**src/rtl/rco_pkg.sv**
```systemverilog
// Shared constants for the reference clock output block and its controller.
// Assumes a single 250 MHz clock that also serves as the reference in simulation.
package rco_pkg;

   ////////////////////////////////////////////////////////////////////////////
   // Serial word: 5-bit address then 8-bit data, MSB first
   localparam int          ADDR_W    = 5;
   localparam int          DATA_W    = 8;
   localparam int          WORD_W    = ADDR_W + DATA_W;
   localparam int          NUM_REGS  = 32;
   localparam logic [7:0]  REG_RESET = 8'h00;

   ////////////////////////////////////////////////////////////////////////////
   // Configuration group bounds and field positions
   localparam logic [4:0]  RT_FIRST      = 5'h00;
   localparam logic [4:0]  RT_LAST       = 5'h03;
   localparam logic [4:0]  AD_CLK        = 5'h08;
   localparam int          RT_EXT_OSC    = 0;
   localparam int          RT_CLK_EN     = 1;
   localparam int          RT_SER_SET    = 2;
   localparam int          RT_MODE2_LSB  = 4;
   localparam int          RT_MODE1_LSB  = 6;
   localparam int          AD_RES_LSB    = 0;
   localparam int          AD_DIV_LSB    = 4;

   typedef enum logic [1:0] {
      RCO_SLEEP   = 2'b00,
      RCO_STANDBY = 2'b01,
      RCO_RX      = 2'b10,
      RCO_TX      = 2'b11
   } rco_mode_t;

   // Divider codes: 00 /32, 01 /16, 10 /8, 11 /4
   localparam logic [1:0]  DIV_POWERUP = 2'b00;
   localparam int          DIV_CNT_W   = 5;
   localparam logic [3:0]  PIN_IDLE    = 4'h4;

   ////////////////////////////////////////////////////////////////////////////
   // Controller register map (APB, byte addresses)
   localparam logic [7:0]  OFS_CMD      = 8'h00;
   localparam logic [7:0]  OFS_STAT     = 8'h04;
   localparam logic [7:0]  OFS_PAD      = 8'h08;
   localparam int          CMD_DATA_LSB = 0;
   localparam int          CMD_ADDR_LSB = 8;
   localparam int          CMD_HOLD     = 16;
   localparam int          STAT_BUSY    = 0;
   localparam int          STAT_OPEN    = 1;
   localparam int          STAT_CLK     = 2;

   typedef enum logic [1:0] {
      RCO_H_IDLE  = 2'b00,
      RCO_H_SHIFT = 2'b01,
      RCO_H_HOLD  = 2'b10,
      RCO_H_END   = 2'b11
   } rco_host_st_t;

   ////////////////////////////////////////////////////////////////////////////
   // Timing
   localparam int          CLK_PERIOD_PS = 4000;
   localparam int          SCLK_HALF_NS  = 16;
   localparam int          SCLK_HALF_CYC = (SCLK_HALF_NS * 1000 + CLK_PERIOD_PS - 1) / CLK_PERIOD_PS;

endpackage

```
**src/rtl/rco_link_if.sv**
```systemverilog
// Pins between the controller and the clock output block.
// Assumes both ends share one clock; every pin is one-way.
`timescale 1ns/1ps
interface rco_link_if;
   logic serClk;
   logic serData;
   logic serEnN;
   logic cfgSwitchPad;
   logic clockOut;

   modport dev_end (
      input  serClk,
      input  serData,
      input  serEnN,
      input  cfgSwitchPad,
      output clockOut
   );

   modport host_end (
      output serClk,
      output serData,
      output serEnN,
      input  clockOut,
      output cfgSwitchPad
   );
endinterface

```
**src/rtl/rco_dev_end.sv**
```systemverilog
// Device end: serial configuration port, configuration bytes and divided clock output.
// Assumes the serial pins and the switch pad come from another party and are unsynchronised.
`timescale 1ns/1ps
module rco_dev_end (
   input  wire logic           clk,
   input  wire logic           rstn,
   rco_link_if.dev_end         link,
   output logic                extOscSel,
   output logic [3:0]          oscResistor,
   output logic                overtoneMode,
   output logic                sleepMode,
   output logic                cfgSet,
   output logic [1:0]          runMode,
   output logic                powerUpClk
);
   import rco_pkg::*;

   ////////////////////////////////////////////////////////////////////////////
   // Pin synchronisers: bit 0 clock, 1 data, 2 enable (low), 3 switch pad
   logic [3:0] syncA;
   logic [3:0] syncB;
   logic [3:0] syncC;
   logic [3:0] lvl;
   logic [3:0] lvlPrev;
   logic       sclkRise;
   logic       enRise;

   always_ff @(posedge clk or negedge rstn) begin
      if (!rstn) begin
         syncA   <= PIN_IDLE;
         syncB   <= PIN_IDLE;
         syncC   <= PIN_IDLE;
         lvl     <= PIN_IDLE;
         lvlPrev <= PIN_IDLE;
      end else begin
         syncA   <= {link.cfgSwitchPad, link.serEnN, link.serData, link.serClk};
         syncB   <= syncA;
         syncC   <= syncB;
         // Level moves only where the second and third stages agree
         lvl     <= (syncB & ~(syncB ^ syncC)) | (lvl & (syncB ^ syncC));
         lvlPrev <= lvl;
      end
   end

   assign sclkRise = lvl[0] & ~lvlPrev[0] & ~lvl[2];
   assign enRise   = lvl[2] & ~lvlPrev[2];

   ////////////////////////////////////////////////////////////////////////////
   // Serial word assembly
   logic [WORD_W-1:0] shiftReg;
   logic [3:0]        bitCnt;
   logic [WORD_W-1:0] fullWord;
   logic              wordDone;
   logic [4:0]        wrAddr;
   logic [7:0]        wrData;

   always_ff @(posedge clk or negedge rstn) begin
      if (!rstn) begin
         shiftReg <= '0;
         bitCnt   <= 4'h0;
      end else if (lvl[2]) begin
         bitCnt <= 4'h0;
      end else if (sclkRise) begin
         shiftReg <= fullWord;
         bitCnt   <= wordDone ? 4'h0 : 4'(bitCnt + 4'h1);
      end
   end

   assign fullWord = {shiftReg[WORD_W-2:0], lvl[1]};
   assign wordDone = sclkRise & (bitCnt == 4'(WORD_W - 1));
   assign wrAddr   = fullWord[WORD_W-1:DATA_W];
   assign wrData   = fullWord[DATA_W-1:0];

   ////////////////////////////////////////////////////////////////////////////
   // Shadow bytes take serial writes; active bytes steer the hardware
   logic [7:0] shadowMem [NUM_REGS];
   logic [7:0] activeMem [NUM_REGS];

   always_ff @(posedge clk or negedge rstn) begin
      if (!rstn) begin
         for (int i = 0; i < NUM_REGS; i++) begin
            shadowMem[i] <= REG_RESET;
         end
      end else if (wordDone) begin
         shadowMem[wrAddr] <= wrData;
      end
   end

   always_ff @(posedge clk or negedge rstn) begin
      if (!rstn) begin
         for (int i = 0; i < NUM_REGS; i++) begin
            activeMem[i] <= REG_RESET;
         end
      end else if (enRise) begin
         for (int i = 0; i < NUM_REGS; i++) begin
            activeMem[i] <= shadowMem[i];
         end
      end
   end

   ////////////////////////////////////////////////////////////////////////////
   // First-sequence tracking
   logic firstDone;
   logic rtWritten;
   logic rtValid;

   always_ff @(posedge clk or negedge rstn) begin
      if (!rstn) begin
         firstDone <= 1'b0;
         rtWritten <= 1'b0;
         rtValid   <= 1'b0;
      end else begin
         if (enRise) begin
            firstDone <= 1'b1;
            rtWritten <= 1'b0;
            // Clock stays off until a sequence has carried realtime bytes
            if (rtWritten) begin
               rtValid <= 1'b1;
            end
         end else if (wordDone && wrAddr <= RT_LAST) begin
            rtWritten <= 1'b1;
         end
      end
   end

   ////////////////////////////////////////////////////////////////////////////
   // Decoded configuration
   logic [7:0] rt0;
   logic [7:0] adClk;
   logic       nextCfgSet;
   logic [1:0] nextMode;
   logic       runReq;

   assign rt0          = activeMem[RT_FIRST];
   assign adClk        = activeMem[AD_CLK];
   assign extOscSel    = rt0[RT_EXT_OSC];
   assign oscResistor  = adClk[AD_RES_LSB +: 4];
   // Any non-zero resistor code leaves fundamental operation
   assign overtoneMode = |adClk[AD_RES_LSB +: 4];
   assign powerUpClk   = ~firstDone;

   // Either source can flip the set on its own
   assign nextCfgSet = rt0[RT_SER_SET] ^ lvl[3];
   assign nextMode   = nextCfgSet ? rt0[RT_MODE2_LSB +: 2] : rt0[RT_MODE1_LSB +: 2];

   always_ff @(posedge clk or negedge rstn) begin
      if (!rstn) begin
         cfgSet    <= 1'b0;
         runMode   <= RCO_SLEEP;
         sleepMode <= 1'b1;
      end else begin
         cfgSet    <= nextCfgSet;
         runMode   <= nextMode;
         sleepMode <= (nextMode == RCO_SLEEP);
      end
   end

   // Power-up clock ignores enable and sleep until the first commit
   assign runReq = powerUpClk |
                   (rtValid & rt0[RT_CLK_EN] & ~sleepMode);

   ////////////////////////////////////////////////////////////////////////////
   // Clock divider; ratio and run state change only at the wrap point,
   // where every tap has just ended a high phase, so no runt pulse appears
   logic [DIV_CNT_W-1:0] divCnt;
   logic [1:0]           divSel;
   logic                 runOn;
   logic [2:0]           tap;
   logic                 clkOutQ;

   always_ff @(posedge clk or negedge rstn) begin
      if (!rstn) begin
         divCnt <= '0;
         divSel <= DIV_POWERUP;
         runOn  <= 1'b1;
      end else begin
         divCnt <= DIV_CNT_W'(divCnt + 1'b1);
         if (&divCnt) begin
            divSel <= powerUpClk ? DIV_POWERUP : adClk[AD_DIV_LSB +: 2];
            runOn  <= runReq;
         end
      end
   end

   assign tap = 3'h4 - {1'b0, divSel};

   always_ff @(posedge clk or negedge rstn) begin
      if (!rstn) begin
         clkOutQ <= 1'b0;
      end else begin
         clkOutQ <= runOn & divCnt[tap];
      end
   end

   assign link.clockOut = clkOutQ;

endmodule

```
**src/flat_wrapper.sv**
```systemverilog
// flat-port wrapper written by rule: the top's interface ports become plain ports
module rco_dev_end_flat import rco_pkg::*;
  (clk, rstn, extOscSel, oscResistor, overtoneMode, sleepMode, cfgSet, runMode, powerUpClk, link_serClk, link_serData, link_serEnN, link_cfgSwitchPad, link_clockOut);
  rco_link_if link_i ();
  input  wire logic clk;
  input  wire logic rstn;
  output logic extOscSel;
  output logic [3:0] oscResistor;
  output logic overtoneMode;
  output logic sleepMode;
  output logic cfgSet;
  output logic [1:0] runMode;
  output logic powerUpClk;
  input wire logic [$bits(link_i.serClk)-1:0] link_serClk;
  input wire logic [$bits(link_i.serData)-1:0] link_serData;
  input wire logic [$bits(link_i.serEnN)-1:0] link_serEnN;
  input wire logic [$bits(link_i.cfgSwitchPad)-1:0] link_cfgSwitchPad;
  output wire logic [$bits(link_i.clockOut)-1:0] link_clockOut;
  assign link_i.serClk = link_serClk;
  assign link_i.serData = link_serData;
  assign link_i.serEnN = link_serEnN;
  assign link_i.cfgSwitchPad = link_cfgSwitchPad;
  assign link_clockOut = link_i.clockOut;
  rco_dev_end u_core (.clk(clk), .rstn(rstn), .link(link_i), .extOscSel(extOscSel), .oscResistor(oscResistor), .overtoneMode(overtoneMode), .sleepMode(sleepMode), .cfgSet(cfgSet), .runMode(runMode), .powerUpClk(powerUpClk));
endmodule
```
**config.mk**
```make
export PLATFORM = sky130hd
export DESIGN_NAME = rco_dev_end_flat
export DESIGN_NICKNAME = d
export VERILOG_FILES = /design/src/rtl/rco_pkg.sv /design/src/rtl/rco_link_if.sv /design/src/rtl/rco_dev_end.sv /design/src/flat_wrapper.sv
export SDC_FILE = /design/constraint.sdc
export NUM_CORES = 1
export LEC_CHECK = 0
export BUFFER_PORTS_ARGS = -buffer_cell sky130_fd_sc_hd__buf_2
export CORE_ASPECT_RATIO = 1.2
export CORE_MARGIN = 1
export CORE_UTILIZATION = 25
export CTS_CLUSTER_SIZE = 12
export DETAILED_ROUTE_END_ITERATION = 16
export HOLD_SLACK_MARGIN = 0.12
export PLACE_DENSITY = 0.5
export SYNTH_ARGS = -nofsm -noshare
export SYNTH_HDL_FRONTEND = slang
export SYNTH_SLANG_ARGS = --single-unit
```
**constraint.sdc**
```tcl
create_clock -name clk -period 2.8 [get_ports clk]
set_input_delay 0.28 -clock clk [delete_from_list [all_inputs] [get_ports clk]]
set_output_delay 0.28 -clock clk [all_outputs]
set_load 0.01 [all_outputs]
```
# Word level (Yosys, flattened, before mapping)
# Cells that the tools add are included.
[word_totals] ff_bits=321 out_inout_bits=12
[classes] n_addsub=3 magnitude_cmp=4 eq_ne=1 mux=12 n_bitwise=20 reduce_logical=9
[ops] op="$bwmux W256" n=1
[ops] op="$demux W8 S5" n=1
[ops] op="$mux W4" n=3
[ops] op="$and A4 B4 Y4" n=2
[ops] op="$mux W8" n=1
[ops] op="$and A1 B1 Y1" n=7
[ops] op="$ge A6 B6 Y1 const B" n=1
[ops] op="$lt A6 B1 Y1 const B" n=1
[ops] op="$not A5 Y6" n=1
[ops] op="$add A5 B1 Y5 const B" n=1
[ops] op="$le A5 B2 Y1 const B" n=1
[ops] op="$not A1 Y1" n=5
[ops] op="$reduce_and A5 Y1" n=1
[ops] op="$add A4 B1 Y4 const B" n=1
[ops] op="$eq A4 B4 Y1 const B" n=1
[ops] op="$lt A3 B4 Y1 const B" n=1
[ops] op="$mux W2" n=2
[ops] op="$not A4 Y4" n=1
[ops] op="$or A4 B4 Y4" n=1
[ops] op="$reduce_and A2 Y1" n=2
[ops] op="$reduce_bool A2 Y1" n=2
[ops] op="$reduce_or A4 Y1" n=1
[ops] op="$xor A4 B4 Y4" n=1
[ops] op="$bmux W1 S3" n=1
[ops] op="6 further kinds" n=9

# Longest topological paths before layout
[depth] depth_word=7 depth_mapped=6 ltp_nobuf=5

# Least setup slack after synthesis
# No wires, ideal clock.
[synth_timing] path_kind="register to register" start="reg with a tool-made name" end="reg u_core.shadowMem[184] in the netlist's numbering" arrival_time_ps=1887 setup_slack_ps=788 stages_incl_launch_ff=6 path_buffers=2 cell_sequence="dfstp_2 buf_6 or4b_4 or4b_4 buf_6 mux2_4"
[synth_rtl] item="end signal: indexed assignment" line_no="rco_dev_end.sv:85" source="shadowMem[wrAddr] <= wrData;"
[synth_rtl] item="end: declaration" line_no="rco_dev_end.sv:76" source="logic [7:0] shadowMem [NUM_REGS];"

# Worst setup path after layout
[layout_timing] start="reg u_core.bitCnt[0]" end="reg u_core.shadowMem[188] in the netlist's numbering"
[layout_via] elab_chain_len=2
[layout_rtl] item="start: declaration" line_no="rco_dev_end.sv:51" source="logic [3:0] bitCnt;"
[layout_rtl] item="start signal: assignment" line_no="rco_dev_end.sv:65" source="bitCnt <= wordDone ? 4'h0 : 4'(bitCnt + 4'h1);"
[layout_rtl] item="$eq A4 B4 Y1" line_no="rco_dev_end.sv:70" source="assign wordDone = sclkRise & (bitCnt == 4'(WORD_W - 1));"
[layout_rtl] item="$and A1 B1 Y1" line_no="rco_dev_end.sv:70"
# Every way passes these cells.
# A chain may end at the register's enable or synchronous reset.

==> summary.txt <==
Power
  • Sw power: 0.581 mW
  • P per Cell Area: 747 mW/mm2
  • Seq pwr share: 48.4%
  • Pleak: 1.66 nW
  • Total Power: 2.61 mW
  • Internal: 2.03 mW
  • Maximum vdd drop: 245 uV
  • Net Sw Frac: 22.2%
  • Gate power share: 6.5%
  • Clock Power Share: 45.1%

Clock tree
  • Worst-path clk slew: 60 ps
  • CTS sink cnt: 76
  • Clock root cell: clkbuf_16
  • Clk buf depth: 2
  • CTS tree: done
  • Post-CTS Setup Inserts: 0
  • Num CTS Buffers: 9
  • Clk_lat worst skew: 330 ps
  • H-tree Lvls: 3

Yosys
  • Syn Nets: 202
  • Yosys cell types: 36
  • Ys Warns: 0
  • Post-synth top flop: dfrtp_1
  • Synth Area per Inst: 15.3 um2
  • Synth Cell Area: 0.00292 mm2
  • Post-synth EDFFs: 0
  • Synthesized flop and latch total: 76
  • FFs w/ async S/R, synth: 100%
  • Sequential-to-total area share from yosys stat: 65.5%
  • Cells after Synth: 191

STA
  • Final hold vios: 0
  • Worst Tran Pin Value: 928 ps
  • Final setup margin: 778 ps
  • Crit share post-route: 72.2%
  • RSZ-0062 raised after global routing: false
  • Sum Neg Setup Slack: 0 ps
  • Slew HR: 38.2%
  • Minimum clock period: 2020 ps
  • Final setup violation count: 0
  • Final Max Slew Viols: 0
  • Fmax achieved: 0.495 GHz
  • Clock skew: 7.42 ps

Setup path
  • WP data arrival: 2230 ps
  • R2r setup slk: 780 ps
  • CP startpoint kind: flop
  • WS Path Type: flop to flop
  • CP startpoint: u_core.bitCnt[0]
  • Worst-path maximum fanout: 6
  • WP data required: 3010 ps
  • RR Startpoint: u_core.bitCnt[0]
  • Critical Path Sink: u_core.shadowMem[188]
  • CP Capture Type: flop
  • Reg2reg end: u_core.shadowMem[188]
  • R2r worst-path depth: 5

Job
  • Max Cap Violations: 0

Global route
  • Largest net degree at the start of global routing: 77
  • Initial antenna violation count: 0
  • First-pass GRT wire length: 7.76 mm
  • Overall routing resource usage: 8.58%
  • Number of global-route vias before repair: 1613
  • Total grt overflow: 0

Final layout
  • Multi-input combinational cell area: 912 um2
  • Layout Utilization: 31.3%
  • Syn-to-layout area delta: 20.0%
  • Storage cell area: 0.00191 mm2
  • Final Cell Area: 0.00350 mm2
  • Fillers: 1124
  • Diodes inserted: 0
  • Layout cells sized above 1: 38.9%
  • Nets@finish: 227

Detailed routing
  • Antenna-violating nets left: 0
  • Initial DRC Count: 48
  • # DRC: 0
  • DR WL/cell: 11.5 um
  • DRT Pass-1 Iters: 4
  • Routed wire length: 4.31 mm
  • Via count: 1497
  • Vias per inst: 3.99

Placed design
  • Routability congestion estimate: 0.709
  • Post-place setup slack: 764 ps
  • Placed Area: 0.00315 mm2
  • HPWL Detailed: 2.84 mm
  • IO buf count: 17

Outcome
  • Status: completed

Floorplanning
  • Die span in y: 120 um
  • Initial Utilization: 26.1%
  • Core Area: 0.0112 mm2
  • Die width: 101 um
  • IO Pins: 18
  • Die area: 0.0121 mm2
  • Cell Rows: 42

Min path
  • Worst min path class: primary input to async pin
[critical path, stage by stage, from the launching register on]
cell,delay [ps]
dfrtp_1,420
inv_1,90
ha_1,210
nand4b_1,210
or4b_4,660
mux2_4,330
[cells in the mapped netlist, drive strengths merged, types with 2 or more instances]
| master | number | area [um2] |
|---|---|---|
| or4 | 2 | 15.0 |
| or4b | 2 | 27.5 |
| nor2 | 5 | 18.8 |
| nor3 | 3 | 15.0 |
| nand3 | 3 | 15.0 |
| o21ai | 4 | 20.0 |
| ha | 5 | 62.6 |
| buf | 7 | 56.3 |
| mux2i | 3 | 30.0 |
| clkbuf | 2 | 7.51 |
| inv | 8 | 30.0 |
| nand2 | 3 | 11.3 |
| mux2 | 40 | 473 |
| maj3 | 4 | 40.0 |
| xor2 | 2 | 17.5 |
| dfrtp | 69 | 1730 |
| a21oi | 6 | 30.0 |
| nand3b | 2 | 15.0 |
| dfstp | 7 | 184 |
[sequential cells by signal, summed over array words and instances, names as in the netlist, named ones only]
name and flops:
u_core.rtValid 1, u_core.lvlPrev 2, u_core.syncA 4, u_core.firstDone 1
u_core.syncC 4, u_core.adClk 6, u_core.bitCnt 4, u_core.divSel 2
u_core.rtWritten 1, u_core.syncB 4, u_core.link.clockOut 1, u_core.shiftReg 12
u_core.divCnt 5, u_core.runMode 2, u_core.sleepMode 1, u_core.rt0 7
u_core.cfgSet 1, u_core.shadowMem 13, u_core.runOn 1
[cells by family (layout without fill, tap and decap cells)]
family / count (synthesis) / after routing / synth area share, %
flip-flops: 76 / 76 / 65.5
XOR/XNOR: 3 / 3 / 0.901
AND/OR/NAND/NOR: 28 / 28 / 6.52
adder cells (fa/ha/maj): 9 / 9 / 3.52
AO/OA/AOI/OAI: 15 / 15 / 3.09
buffers and inverters: 17 / 47 / 3.22
multiplexers: 43 / 43 / 17.2
[how the worst min path moves through the flow]
stage / depth (start not counted) / startpoint / slack, ps / endpoint
after floorplan: 0 / rstn / -20 / async pin
after global placement: 0 / u_core.syncA[3] / 340 / u_core.syncB[3]
after detailed placement: 0 / u_core.syncA[1] / 330 / u_core.syncB[1]
after CTS: 1 / rstn / 140 / u_core.divCnt[3]
after global routing: 1 / rstn / 200 / u_core.adClk[0]
final: 1 / rstn / 80 / u_core.adClk[0]
[layout make-up]
type,instances,share of cell area (%)
Sequential cell,76,54.6
Multi-Input combinational cell,98,26.1
Clock buffer,12,7.33
Tap cell,154,5.50
Timing Repair Buffer,23,4.07
Clock inverter,4,1.61
Inverter,8,0.858
[routing by layer]
layer	GRT usage, %	up-vias	wire [um]
met4	5.43	0	111
met2	13.9	26	2070
met3	2.60	10	140
li1	-	717	-
met1	9.80	744	1980
met5	0	-	0
[power by group through the flow]
| stage | Combinational, mW | Clock, mW | Sequential (mW) |
|---|---|---|---|
| after floorplan | 0.127 | 0 | 1.26 |
| final | 0.170 | 1.18 | 1.26 |
| after detailed placement | 0.172 | 0 | 1.29 |
| after global routing | 0.195 | 1.27 | 1.28 |
| after CTS | 0.177 | 1.22 | 1.27 |
| after global placement | 0.171 | 0 | 1.29 |
[layout by cell type, fill, tap and decap left out, drive strengths merged, types with 2 or more instances in the layout]
master,n
a21oi,6
buf,19
clkbuf,12
clkinv,2
dfrtp,69
dfstp,7
dlygate4sd3,4
ha,5
inv,9
maj3,4
mux2,40
mux2i,3
nand2,3
nand3,3
nand3b,2
nor2,5
nor3,3
o21ai,4
or4,2
or4b,2
xor2,2
[per-stage QoR]
stage,hold slack (ps),std cells
after global placement,335,355
final,84.1,375
after global routing,199,375
after CTS,136,375
after detailed placement,335,355
after floorplan,-15.6,191
[timing repair]
| action | in CTS | in global routing |
|---|---|---|
| hold buffers | 4 | 0 |
| endpoints found under the setup margin | 0 | 0 |
| resized for setup | 0 | 0 |
| hold endpoints to repair | 4 | 0 |
(Power assumes the default switching activity.)
